--- src/rtl/ssc_defines.vh ---
// constants of the synchronous serial transmit and receive core
`ifndef SSC_DEFINES_VH
`define SSC_DEFINES_VH
// control register fields
`define SSC_CR_RXLEN   2:0
`define SSC_CR_TXLEN   5:3
`define SSC_CR_SYNLEN  8:6
`define SSC_CR_PAREN   9
`define SSC_CR_PARODD  10
`define SSC_CR_X32     11
`define SSC_CR_MODE    13:12
`define SSC_CR_TRANSPARENT_SELECT   14
`define SSC_CTRL_RST   16'h01b6
// operating modes
`define SSC_MODE_0     2'h0
`define SSC_MODE_1     2'h1
`define SSC_MODE_2     2'h2
// parallel load selects
`define SSC_LD_CTRL    2'h0
`define SSC_LD_SYNCA   2'h1
`define SSC_LD_SYNCB   2'h2
// output select bit addresses
`define SSC_OB_TRANSMIT_ON   5'h10
`define SSC_OB_RTS     5'h11
`define SSC_OB_RXACK   5'h12
`define SSC_OB_CLRTX   5'h13
`define SSC_OB_CLRRX   5'h14
`define SSC_OB_RBRCRC  5'h15
`define SSC_OB_RBXCRC  5'h16
`define SSC_OB_RBHLD   5'h17
`define SSC_OB_ABTCLR  5'h18
`define SSC_OB_SOFTRST 5'h1f
// character length coding: length = code + base, 2 to 9 bits
`define SSC_LEN_BASE   4'h2
`define SSC_LEN_SPAN   4'ha
`define SSC_ALL1       9'h1ff
// divide-by-32 clock
`define SSC_X32_ARM    5'h1e
`define SSC_X32_LAST   5'h1f
`define SSC_X32_MID    5'h0f
// crc
`define SSC_CRC_POLY   16'h8005
`define SSC_CRC_INIT   16'h0000
// line levels and pin indices
`define SSC_MARK       1'b1
`define SSC_PIN_IDLE   1'b1
`define SSC_PIN_RIN    0
`define SSC_PIN_TCLK   1
`define SSC_PIN_RCLK   2
`define SSC_PIN_CTS    3
`define SSC_NPIN       4
`endif

--- src/rtl/ssc_pair_buf.v ---
// two-entry buffer with valid and ready on both sides
`timescale 1ns/1ps
module ssc_pair_buf #(
  parameter W = 13
) (
  // clock and reset
  input  wire         core_clk,
  input  wire         reset_n,
  // filling side
  input  wire         in_valid,
  output reg          in_ready,
  input  wire [W-1:0] in_data,
  // draining side
  output wire         out_valid,
  input  wire         out_ready,
  output wire [W-1:0] out_data
);
  reg  [W-1:0] ent0;
  reg  [W-1:0] ent1;
  reg  [1:0]   fill;
  wire         push;
  wire         pop;
  wire [1:0]   next_fill;

  assign push      = in_valid & in_ready;
  assign pop       = out_valid & out_ready;
  assign out_valid = (fill != 2'h0);
  assign out_data  = ent0;
  assign next_fill = fill + {1'b0, push} - {1'b0, pop};

  always @(posedge core_clk or negedge reset_n) begin
    if (!reset_n) begin
      ent0     <= {W{1'b0}};
      ent1     <= {W{1'b0}};
      fill     <= 2'h0;
      in_ready <= 1'b1;
    end else begin
      if (pop) begin
        ent0 <= (fill == 2'h2) ? ent1 : in_data;
      end else if (push) begin
        if (fill == 2'h0) begin
          ent0 <= in_data;
        end else begin
          ent1 <= in_data;
        end
      end
      fill     <= next_fill;
      in_ready <= (next_fill != 2'h2);
    end
  end
endmodule // ssc_pair_buf

--- src/rtl/ssc_core.v ---
// synchronous serial transmit and receive core
`timescale 1ns/1ps
`include "ssc_defines.vh"
module ssc_core (
  // clock and reset
  input  wire        core_clk,
  input  wire        reset_n,
  // parallel register load
  input  wire        load_strobe,
  input  wire [1:0]  load_sel,
  input  wire [15:0] load_data,
  // output select bit commands
  input  wire        bit_wr,
  input  wire [4:0]  bit_addr,
  input  wire        bit_val,
  // input bit read
  input  wire [4:0]  rd_addr,
  output reg         rd_bit,
  output reg  [15:0] status_view,
  // transmit data stream
  input  wire        tx_valid,
  input  wire [8:0]  tx_data,
  output wire        tx_ready,
  // line pins
  input  wire        serial_in,
  input  wire        tx_bit_clock,
  input  wire        rx_bit_clock,
  input  wire        clear_send_n,
  output reg         serial_out,
  output reg         request_send_n
);
  function [3:0] len_of;
    input [2:0] code;
    len_of = {1'b0, code} + `SSC_LEN_BASE;
  endfunction

  function [15:0] crc_step;
    input [15:0] c;
    input        b;
    crc_step = {c[14:0], 1'b0} ^ ((c[15] ^ b) ? `SSC_CRC_POLY : 16'h0000);
  endfunction

  // pin synchronisers
  wire [`SSC_NPIN-1:0] pin_raw;
  reg  [`SSC_NPIN-1:0] pin_s0;
  reg  [`SSC_NPIN-1:0] pin_s1;
  reg  [`SSC_NPIN-1:0] pin_s2;
  reg  [`SSC_NPIN-1:0] pin_f;
  reg  [`SSC_NPIN-1:0] pin_p;

  assign pin_raw = {clear_send_n, rx_bit_clock, tx_bit_clock, serial_in};

  genvar g;
  generate
    for (g = 0; g < `SSC_NPIN; g = g + 1) begin : g_pin
      always @(posedge core_clk or negedge reset_n) begin
        if (!reset_n) begin
          pin_s0[g] <= `SSC_PIN_IDLE;
          pin_s1[g] <= `SSC_PIN_IDLE;
          pin_s2[g] <= `SSC_PIN_IDLE;
          pin_f[g]  <= `SSC_PIN_IDLE;
          pin_p[g]  <= `SSC_PIN_IDLE;
        end else begin
          pin_s0[g] <= pin_raw[g];
          pin_s1[g] <= pin_s0[g];
          pin_s2[g] <= pin_s1[g];
          if (pin_s1[g] == pin_s2[g]) begin
            pin_f[g] <= pin_s2[g];
          end
          pin_p[g] <= pin_f[g];
        end
      end
    end
  endgenerate

  wire rx_in    = pin_f[`SSC_PIN_RIN];
  wire tx_fall  = pin_p[`SSC_PIN_TCLK] & ~pin_f[`SSC_PIN_TCLK];
  wire rx_rise  = ~pin_p[`SSC_PIN_RCLK] & pin_f[`SSC_PIN_RCLK];
  wire cts_on   = ~pin_f[`SSC_PIN_CTS];
  wire cts_fall = pin_p[`SSC_PIN_CTS] & ~pin_f[`SSC_PIN_CTS];

  // registers and commands
  reg  [15:0] ctrl_reg;
  reg  [8:0]  sync_char_a;
  reg  [8:0]  sync_char_b;
  reg         transmit_on;
  reg         rts_forced;
  reg         rts_level;
  reg         rb_rcrc;
  reg         rb_xcrc;
  reg         rb_hold;

  wire cmd          = bit_wr & bit_val;
  wire soft_rst     = cmd & (bit_addr == `SSC_OB_SOFTRST);
  wire clear_transmitter = soft_rst | (cmd & (bit_addr == `SSC_OB_CLRTX));
  wire clear_receiver    = soft_rst | (cmd & (bit_addr == `SSC_OB_CLRRX));
  wire rx_ack       = bit_wr & (bit_addr == `SSC_OB_RXACK);
  wire abort_clr    = bit_wr & (bit_addr == `SSC_OB_ABTCLR);
  wire [1:0] mode   = ctrl_reg[`SSC_CR_MODE];
  wire par_en       = ctrl_reg[`SSC_CR_PAREN] & (mode != `SSC_MODE_1);
  wire par_odd      = ctrl_reg[`SSC_CR_PARODD];
  wire clock_x32_select = ctrl_reg[`SSC_CR_X32];
  wire transparent_select = ctrl_reg[`SSC_CR_TRANSPARENT_SELECT];
  wire [3:0] sync_length = len_of(ctrl_reg[`SSC_CR_SYNLEN]);
  wire [3:0] rx_len_sel  = len_of(ctrl_reg[`SSC_CR_RXLEN]);

  always @(posedge core_clk or negedge reset_n) begin
    if (!reset_n) begin
      ctrl_reg    <= `SSC_CTRL_RST;
      sync_char_a <= 9'h000;
      sync_char_b <= 9'h000;
      transmit_on <= 1'b0;
      rts_forced  <= 1'b0;
      rts_level   <= 1'b0;
      rb_rcrc     <= 1'b0;
      rb_xcrc     <= 1'b0;
      rb_hold     <= 1'b0;
    end else begin
      if (load_strobe) begin
        case (load_sel)
          `SSC_LD_CTRL:  ctrl_reg <= load_data;
          `SSC_LD_SYNCA: sync_char_a <= load_data[8:0];
          `SSC_LD_SYNCB: sync_char_b <= load_data[8:0];
          default:       ctrl_reg <= ctrl_reg;
        endcase
      end
      if (bit_wr) begin
        case (bit_addr)
          `SSC_OB_TRANSMIT_ON:  transmit_on <= bit_val;
          `SSC_OB_RBRCRC: rb_rcrc <= bit_val;
          `SSC_OB_RBXCRC: rb_xcrc <= bit_val;
          `SSC_OB_RBHLD:  rb_hold <= bit_val;
          default:        rb_hold <= rb_hold;
        endcase
      end
      if (clear_transmitter) begin
        rts_forced <= 1'b0;
      end else if (bit_wr & (bit_addr == `SSC_OB_RTS)) begin
        rts_forced <= 1'b1;
        rts_level  <= bit_val;
      end
    end
  end

  // transmit buffer, each entry carries its own length
  wire        buf_valid;
  wire [12:0] buf_data;
  wire        tx_pop;
  wire        tx_buffer_empty = ~buf_valid;

  ssc_pair_buf #(.W(13)) u_tx_buffer (
    .core_clk  (core_clk),
    .reset_n   (reset_n),
    .in_valid  (tx_valid),
    .in_ready  (tx_ready),
    .in_data   ({len_of(ctrl_reg[`SSC_CR_TXLEN]), tx_data}),
    .out_valid (buf_valid),
    .out_ready (tx_pop),
    .out_data  (buf_data)
  );

  // transmitter
  reg        tx_busy;
  reg [8:0]  tx_shift_reg;
  reg [3:0]  tx_bit_counter;
  reg        tx_parity_acc;
  reg        tx_par_pend;
  reg        tx_abort;
  reg        tx_crc_en;
  reg [15:0] tx_crc;
  reg [4:0]  tx_x32_cnt;
  reg        tx_x32_run;
  reg        auto_request_send;

  wire x32_tx = clock_x32_select & cts_on;
  wire tx_shift_strobe = tx_fall & (~x32_tx |
                         (tx_x32_run & (tx_x32_cnt == `SSC_X32_LAST)));
  wire tx_last = ((tx_bit_counter == 4'h1) & ~tx_par_pend) | (tx_bit_counter == 4'h0);
  wire tx_step = tx_shift_strobe & tx_busy & ~clear_transmitter;
  assign tx_pop = tx_step & tx_last & buf_valid;

  always @(posedge core_clk or negedge reset_n) begin
    if (!reset_n) begin
      tx_x32_cnt <= 5'h00;
      tx_x32_run <= 1'b0;
    end else if (clock_x32_select & cts_fall & pin_f[`SSC_PIN_TCLK]) begin
      tx_x32_cnt <= `SSC_X32_ARM;
      tx_x32_run <= 1'b1;
    end else if (~cts_on) begin
      tx_x32_run <= 1'b0;
    end else if (tx_fall & tx_x32_run) begin
      tx_x32_cnt <= tx_x32_cnt + 5'h01;
    end
  end

  always @(posedge core_clk or negedge reset_n) begin
    if (!reset_n) begin
      tx_busy           <= 1'b0;
      tx_shift_reg      <= 9'h000;
      tx_bit_counter    <= 4'h0;
      tx_parity_acc     <= 1'b0;
      tx_par_pend       <= 1'b0;
      tx_abort          <= 1'b0;
      tx_crc_en         <= 1'b0;
      tx_crc            <= `SSC_CRC_INIT;
      serial_out        <= `SSC_MARK;
      auto_request_send <= 1'b0;
      request_send_n    <= 1'b1;
    end else begin
      auto_request_send <= transmit_on | tx_busy;
      if (tx_fall) begin
        request_send_n <= ~(rts_forced ? rts_level : auto_request_send);
      end
      if (abort_clr) begin
        tx_abort <= 1'b0;
      end
      if (clear_transmitter) begin
        tx_busy     <= 1'b0;
        tx_par_pend <= 1'b0;
        tx_abort    <= 1'b0;
        tx_parity_acc <= 1'b0;
        tx_crc      <= `SSC_CRC_INIT;
        serial_out  <= `SSC_MARK;
      end else if (tx_shift_strobe & ~tx_busy) begin
        if (transmit_on & cts_on & ~tx_abort) begin
          tx_busy        <= 1'b1;
          tx_shift_reg   <= sync_char_a;
          tx_bit_counter <= sync_length;
          tx_par_pend    <= 1'b0;
          tx_crc_en      <= 1'b0;
        end else begin
          // last bit of the final character has had its full bit time
          serial_out     <= `SSC_MARK;
        end
      end else if (tx_step) begin
        if (tx_bit_counter != 4'h0) begin
          serial_out     <= tx_shift_reg[0];
          tx_parity_acc  <= tx_parity_acc ^ tx_shift_reg[0];
          tx_shift_reg   <= tx_shift_reg >> 1;
          tx_bit_counter <= tx_bit_counter - 4'h1;
          if (tx_crc_en) begin
            tx_crc <= crc_step(tx_crc, tx_shift_reg[0]);
          end
        end else begin
          serial_out  <= tx_parity_acc ^ par_odd;
          tx_par_pend <= 1'b0;
        end
        if (tx_last) begin
          tx_parity_acc <= 1'b0;
          if (buf_valid) begin
            tx_shift_reg   <= buf_data[8:0];
            tx_bit_counter <= buf_data[12:9];
            tx_par_pend    <= par_en;
            tx_crc_en      <= 1'b1;
          end else if (~transmit_on | ~cts_on) begin
            tx_busy <= 1'b0;
          end else if ((mode == `SSC_MODE_0) & ~transparent_select) begin
            tx_busy  <= 1'b0;
            tx_abort <= 1'b1;
          end else begin
            tx_shift_reg   <= sync_char_b;
            tx_bit_counter <= sync_length;
            tx_par_pend    <= 1'b0;
            tx_crc_en      <= 1'b0;
          end
        end
      end
    end
  end

  // receiver
  reg        rx_busy_init;
  reg [8:0]  rx_shift_reg;
  reg [3:0]  rx_bit_counter;
  reg        rx_parity_acc;
  reg        rx_par_wait;
  reg        rx_hunt;
  reg [8:0]  rx_buffer;
  reg        rx_buffer_loaded;
  reg        rx_overrun;
  reg        rx_parity_error;
  reg [15:0] rx_mask;
  reg [15:0] rx_crc;
  reg [4:0]  rx_x32_cnt;

  wire rx_init = clear_receiver;
  wire rx_shift_strobe = rx_rise & (~clock_x32_select | (rx_x32_cnt == `SSC_X32_MID));
  wire [8:0] rx_next = (rx_shift_reg >> 1) |
                       ({8'h00, rx_in} << (rx_bit_counter - 4'h1));
  wire [8:0] len_mask = `SSC_ALL1 >> (4'h9 - rx_bit_counter);
  wire [8:0] init_pat = `SSC_ALL1 >> (`SSC_LEN_SPAN - rx_len_sel);
  wire [8:0] hunt_pat = `SSC_ALL1 >> (4'h9 - rx_len_sel);
  wire       hunt_mode = (mode == `SSC_MODE_2);
  wire       rx_done = rx_shift_strobe & ~rx_par_wait & ~rx_hunt & ~rx_shift_reg[0];
  wire       rx_xfer = (rx_done & ~par_en) | (rx_shift_strobe & rx_par_wait);
  wire       rx_match = ((rx_next & len_mask) == (sync_char_a & len_mask));

  always @(posedge core_clk or negedge reset_n) begin
    if (!reset_n) begin
      rx_busy_init     <= 1'b1;
      rx_shift_reg     <= 9'h000;
      rx_bit_counter   <= 4'h0;
      rx_parity_acc    <= 1'b0;
      rx_par_wait      <= 1'b0;
      rx_hunt          <= 1'b0;
      rx_buffer        <= 9'h000;
      rx_buffer_loaded <= 1'b0;
      rx_overrun       <= 1'b0;
      rx_parity_error  <= 1'b0;
      rx_mask          <= 16'hffff;
      rx_crc           <= `SSC_CRC_INIT;
      rx_x32_cnt       <= 5'h00;
    end else if (rx_init | rx_busy_init) begin
      rx_busy_init     <= 1'b0;
      rx_mask          <= 16'hffff;
      rx_shift_reg     <= hunt_mode ? hunt_pat : init_pat;
      rx_bit_counter   <= rx_len_sel;
      rx_parity_acc    <= 1'b0;
      rx_par_wait      <= 1'b0;
      rx_hunt          <= hunt_mode;
      rx_buffer_loaded <= 1'b0;
      rx_overrun       <= 1'b0;
      rx_parity_error  <= 1'b0;
      rx_crc           <= `SSC_CRC_INIT;
      rx_x32_cnt       <= 5'h00;
    end else begin
      if (rx_rise & clock_x32_select) begin
        rx_x32_cnt <= rx_x32_cnt + 5'h01;
      end
      if (rx_ack) begin
        rx_buffer_loaded <= 1'b0;
        rx_overrun       <= 1'b0;
      end
      if (rx_shift_strobe) begin
        rx_mask <= {rx_in, rx_mask[15:1]};
      end
      if (rx_shift_strobe & rx_hunt) begin
        rx_shift_reg <= rx_next;
        if (rx_match) begin
          rx_hunt      <= 1'b0;
          rx_shift_reg <= init_pat;
          rx_bit_counter <= rx_len_sel;
        end
      end else if (rx_shift_strobe & ~rx_par_wait) begin
        rx_shift_reg <= rx_next;
        rx_crc       <= crc_step(rx_crc, rx_in);
        if (mode != `SSC_MODE_1) begin
          rx_parity_acc <= rx_parity_acc ^ rx_in;
        end
        if (rx_done & par_en) begin
          rx_par_wait <= 1'b1;
        end
      end
      if (rx_xfer) begin
        rx_buffer        <= rx_par_wait ? rx_shift_reg : rx_next;
        rx_buffer_loaded <= 1'b1;
        rx_overrun       <= rx_buffer_loaded;
        rx_parity_error  <= rx_par_wait & ((rx_parity_acc ^ par_odd) != rx_in);
        rx_par_wait      <= 1'b0;
        rx_parity_acc    <= 1'b0;
        rx_bit_counter   <= rx_len_sel;
        rx_shift_reg     <= init_pat;
      end
    end
  end

  // status readback
  wire [15:0] flags_view = {rx_in, 3'b000, rx_overrun, rx_parity_error,
                            rx_overrun | rx_parity_error, rx_buffer};
  wire [15:0] low_view = rb_rcrc ? rx_crc :
                         rb_xcrc ? tx_crc :
                         rb_hold ? rx_mask : flags_view;
  wire [15:0] high_view = {3'b000, cts_on, 1'b0, auto_request_send, 2'b00,
                           tx_abort, tx_buffer_empty, rx_buffer_loaded, 5'h00};
  wire [31:0] all_view  = {high_view, low_view};

  always @(posedge core_clk or negedge reset_n) begin
    if (!reset_n) begin
      status_view <= 16'h0000;
      rd_bit      <= 1'b0;
    end else begin
      status_view <= low_view;
      rd_bit      <= all_view[rd_addr];
    end
  end
endmodule // ssc_core

--- config.mk ---
export PLATFORM = sky130hd
export DESIGN_NAME = ssc_core
export DESIGN_NICKNAME = d
export VERILOG_FILES = /design/src/rtl/ssc_pair_buf.v /design/src/rtl/ssc_core.v
export VERILOG_INCLUDE_DIRS = /design/src /design/src/rtl
export SDC_FILE = /design/constraint.sdc
export NUM_CORES = 1
export LEC_CHECK = 0
export BUFFER_PORTS_ARGS = -buffer_cell sky130_fd_sc_hd__buf_4
export CORE_ASPECT_RATIO = 1.4
export CORE_MARGIN = 2
export CORE_UTILIZATION = 65
export DETAILED_ROUTE_END_ITERATION = 8
export HOLD_SLACK_MARGIN = 0.06
export PLACE_DENSITY = 0.85
export SLEW_MARGIN = 25
export SYNTH_ARGS = -nofsm -noshare
export SYNTH_HDL_FRONTEND = slang
export SYNTH_SLANG_ARGS = --single-unit
--- constraint.sdc ---
create_clock -name core_clk -period 5.9 [get_ports core_clk]
set_clock_uncertainty 0.05 [all_clocks]
set_input_delay 1.18 -clock core_clk [delete_from_list [all_inputs] [get_ports core_clk]]
set_output_delay 1.18 -clock core_clk [all_outputs]
set_load 0.01 [all_outputs]
==> impl_metrics.toml <==
[critical_path]
path_class = "register to register"
reg2regPathDepth = 9
critical_path_required_ns = 6.22
crit_fanout = 11
crit_path_end_kind = "register"
cp-start-kind = "register"
cp.arrival_ns = 4.00
rrSetupSlack_ns = 2.22

[clock_tree]
cts_buffer_depth = 3
cts_tree = "yes"
hold_buffers = 0
cts_sinks = 213
path_clk_slew_ns = 0.06
cts-htree-levels = 1
clk_latency_ns = 0.53
cts_resized = 0
cts-buffers-inserted = 22
root_buffer = "clkbuf_16"
post-cts-setup-buffer-count = 0

[timing]
post-route-min-period_ns = 3.68
final_max_slew_viol_count = 0
period_share_pct = 62.4
fin_setup_tns_ns = 0
finalHoldViolations = 0
slew_headroom_pct = 31.4
worst_pin_slew_ns = 1.02
max_freq_mhz = 272
setup_viol = 0
rsz0062_at_grt = "false"

[layout]
drive_gt1_share_pct = 21.9
fin_nets = 1160
n_fill_cell = 1081
syn_to_final_growth_pct = 13.0
multiInputGateArea_um2 = 5060
final_core_util_pct = 75.0
final_common_cell = "dfrtp_1"
final_cell_mix = "dfrtp_1 (168), nand2_1 (143), nor2_1 (94)"
final_area_um2 = 12100
regArea_um2 = 5390
antenna_cells = 0

[place]
dpl.hpwl_um = 17600
port_buffers = 65
place_congestion = 0.927
placed_area_um2 = 11300

[routing]
drt_iter0_drc = 780
drcViolationCount = 0
antenna_left = 0
via_per_inst = 6.34
avgRoutedWirePerCell_um = 19.5
routed_wl_um = 25400
vias = 8274
drt_first_pass_iters = 7

[global_route]
grt_pass1_vias = 8201
grt_pass1_wl_um = 40800
grt_use_total_pct = 28.9
antenna_found_initial = 0
grt_max_degree = 119
grt_overflow = 0

[floorplanning]
initial_core_util_pct = 66.3
num_rows = 55
die_y_um = 156
io_pins = 67
die_w_um = 113
core_um2 = 16200
die_area_um2 = 17600

[synthesis]
syn_nets = 1116
avgSynthCellArea_um2 = 10.3
synth_ff_type = "dfrtp_1"
syn-cell-area_um2 = 10700
synth_edf_count = 0
synthDistinctLibCells = 77
synth-seq-area-share_pct = 50.2
synth-seq-cells = 213
yosysWarnings = 0
synthCells = 1046
async_reset_ff_share_pct = 100

[job]
maxCapViolations = 0

[power]
cellLeakagePower_uw = 0.00534
p_per_area_nw_per_um2 = 432
vdd_ir_drop_max_v = 0.000341

[worst_hold_path]
hold_path.class = "register to register"
min_path_cells = 0

[outcome]
status = "completed"
[cell families (layout without fill, tap and decap cells)]
group	after synthesis	after routing	share of synthesized area, %
adders and majority gates	27	27	3.06
AOI/OAI and AO/OA	236	236	15.0
muxes	109	109	11.0
buffers and inverters	75	135	2.87
DFF	213	213	50.2
other	1	1	0.0350
and+or+nand+nor	356	356	15.3
xor gates and xnor gates	29	29	2.58
[synth_stat cells, types with 7 or more instances]
library cell	n	share of area [%]
a211oi_1	12	0.84
a21o_1	10	0.70
a21oi_1	59	2.8
a221oi_1	10	0.82
a22o_1	16	1.3
buf_2	9	0.42
clkbuf_1	36	1.3
dfrtp_1	168	39
dfstp_2	45	11
ha_1	23	2.7
inv_1	21	0.73
mux2_2	57	6.0
mux2i_1	50	4.7
nand2_1	143	5.0
nand2b_1	12	0.70
nand3_1	33	1.5
nand4_1	7	0.41
nor2_1	95	3.3
nor2b_1	9	0.52
nor3_1	14	0.65
o21ai_0	56	2.6
o21ai_1	11	0.51
xnor2_1	8	0.65
xor2_1	18	1.5
[worst max-delay path, cell delays in order, from the launching register on]
cell	delay (ns)
dfrtp_1	0.48
inv_1	0.12
ha_1	0.28
xor2_2	0.46
a31oi_2	0.28
xor2_1	0.18
o21ai_1	0.11
a2111oi_4	0.89
and2_1	0.51
o311ai_1	0.18
[power breakdown]
group	switching [uW]	total, uW	internal (uW)
registers	349	2180	1830
logic	906	1580	674
clock network	580	1480	901
[worst paths after layout]
check / from / endpoint
setup reg to reg: rx_bit_counter[0] / rx_shift_reg[1]
max in group asynchronous: reset_n / rx_x32_cnt[0]
min in group asynchronous: reset_n / status_view[3]
hold reg to reg: pin_s0[2] / pin_s1[2]
setup / recovery: rx_bit_counter[0] / rx_shift_reg[1]
hold / removal: pin_s0[2] / pin_s1[2]
[routing by layer]
| metal | up-vias | track usage [%] | wire [um] |
|---|---|---|---|
| li1 | 3801 | - | - |
| met1 | 4016 | 34.6 | 9550 |
| met2 | 356 | 50.1 | 12900 |
| met3 | 101 | 4.43 | 1520 |
| met4 | 0 | 15.3 | 1400 |
| met5 | - | 0 | 0 |
[through the flow]
stage	setup slack (ns)	hold slack (ns)	total power, uW	instances
2_1_floorplan	2.68	0.295	3230	1046
3_3_place_gp	2.08	0.296	3660	1264
3_5_place_dp	2.08	0.297	3730	1264
4_1_cts	2.30	0.305	5240	1304
5_1_grt	2.07	0.308	5510	1305
6_report	2.22	0.304	5240	1305
[final cells by class]
type                    count  area share, %
flip-flops and latches    213           44.4
repair buffers             72           4.64
well taps                 199           2.05
clock buffers              32           5.01
multi-input cells         758           41.7
clock inverters             8           1.41
inverters                  23          0.712
Note: power is estimated with default switching activity, not from simulation.
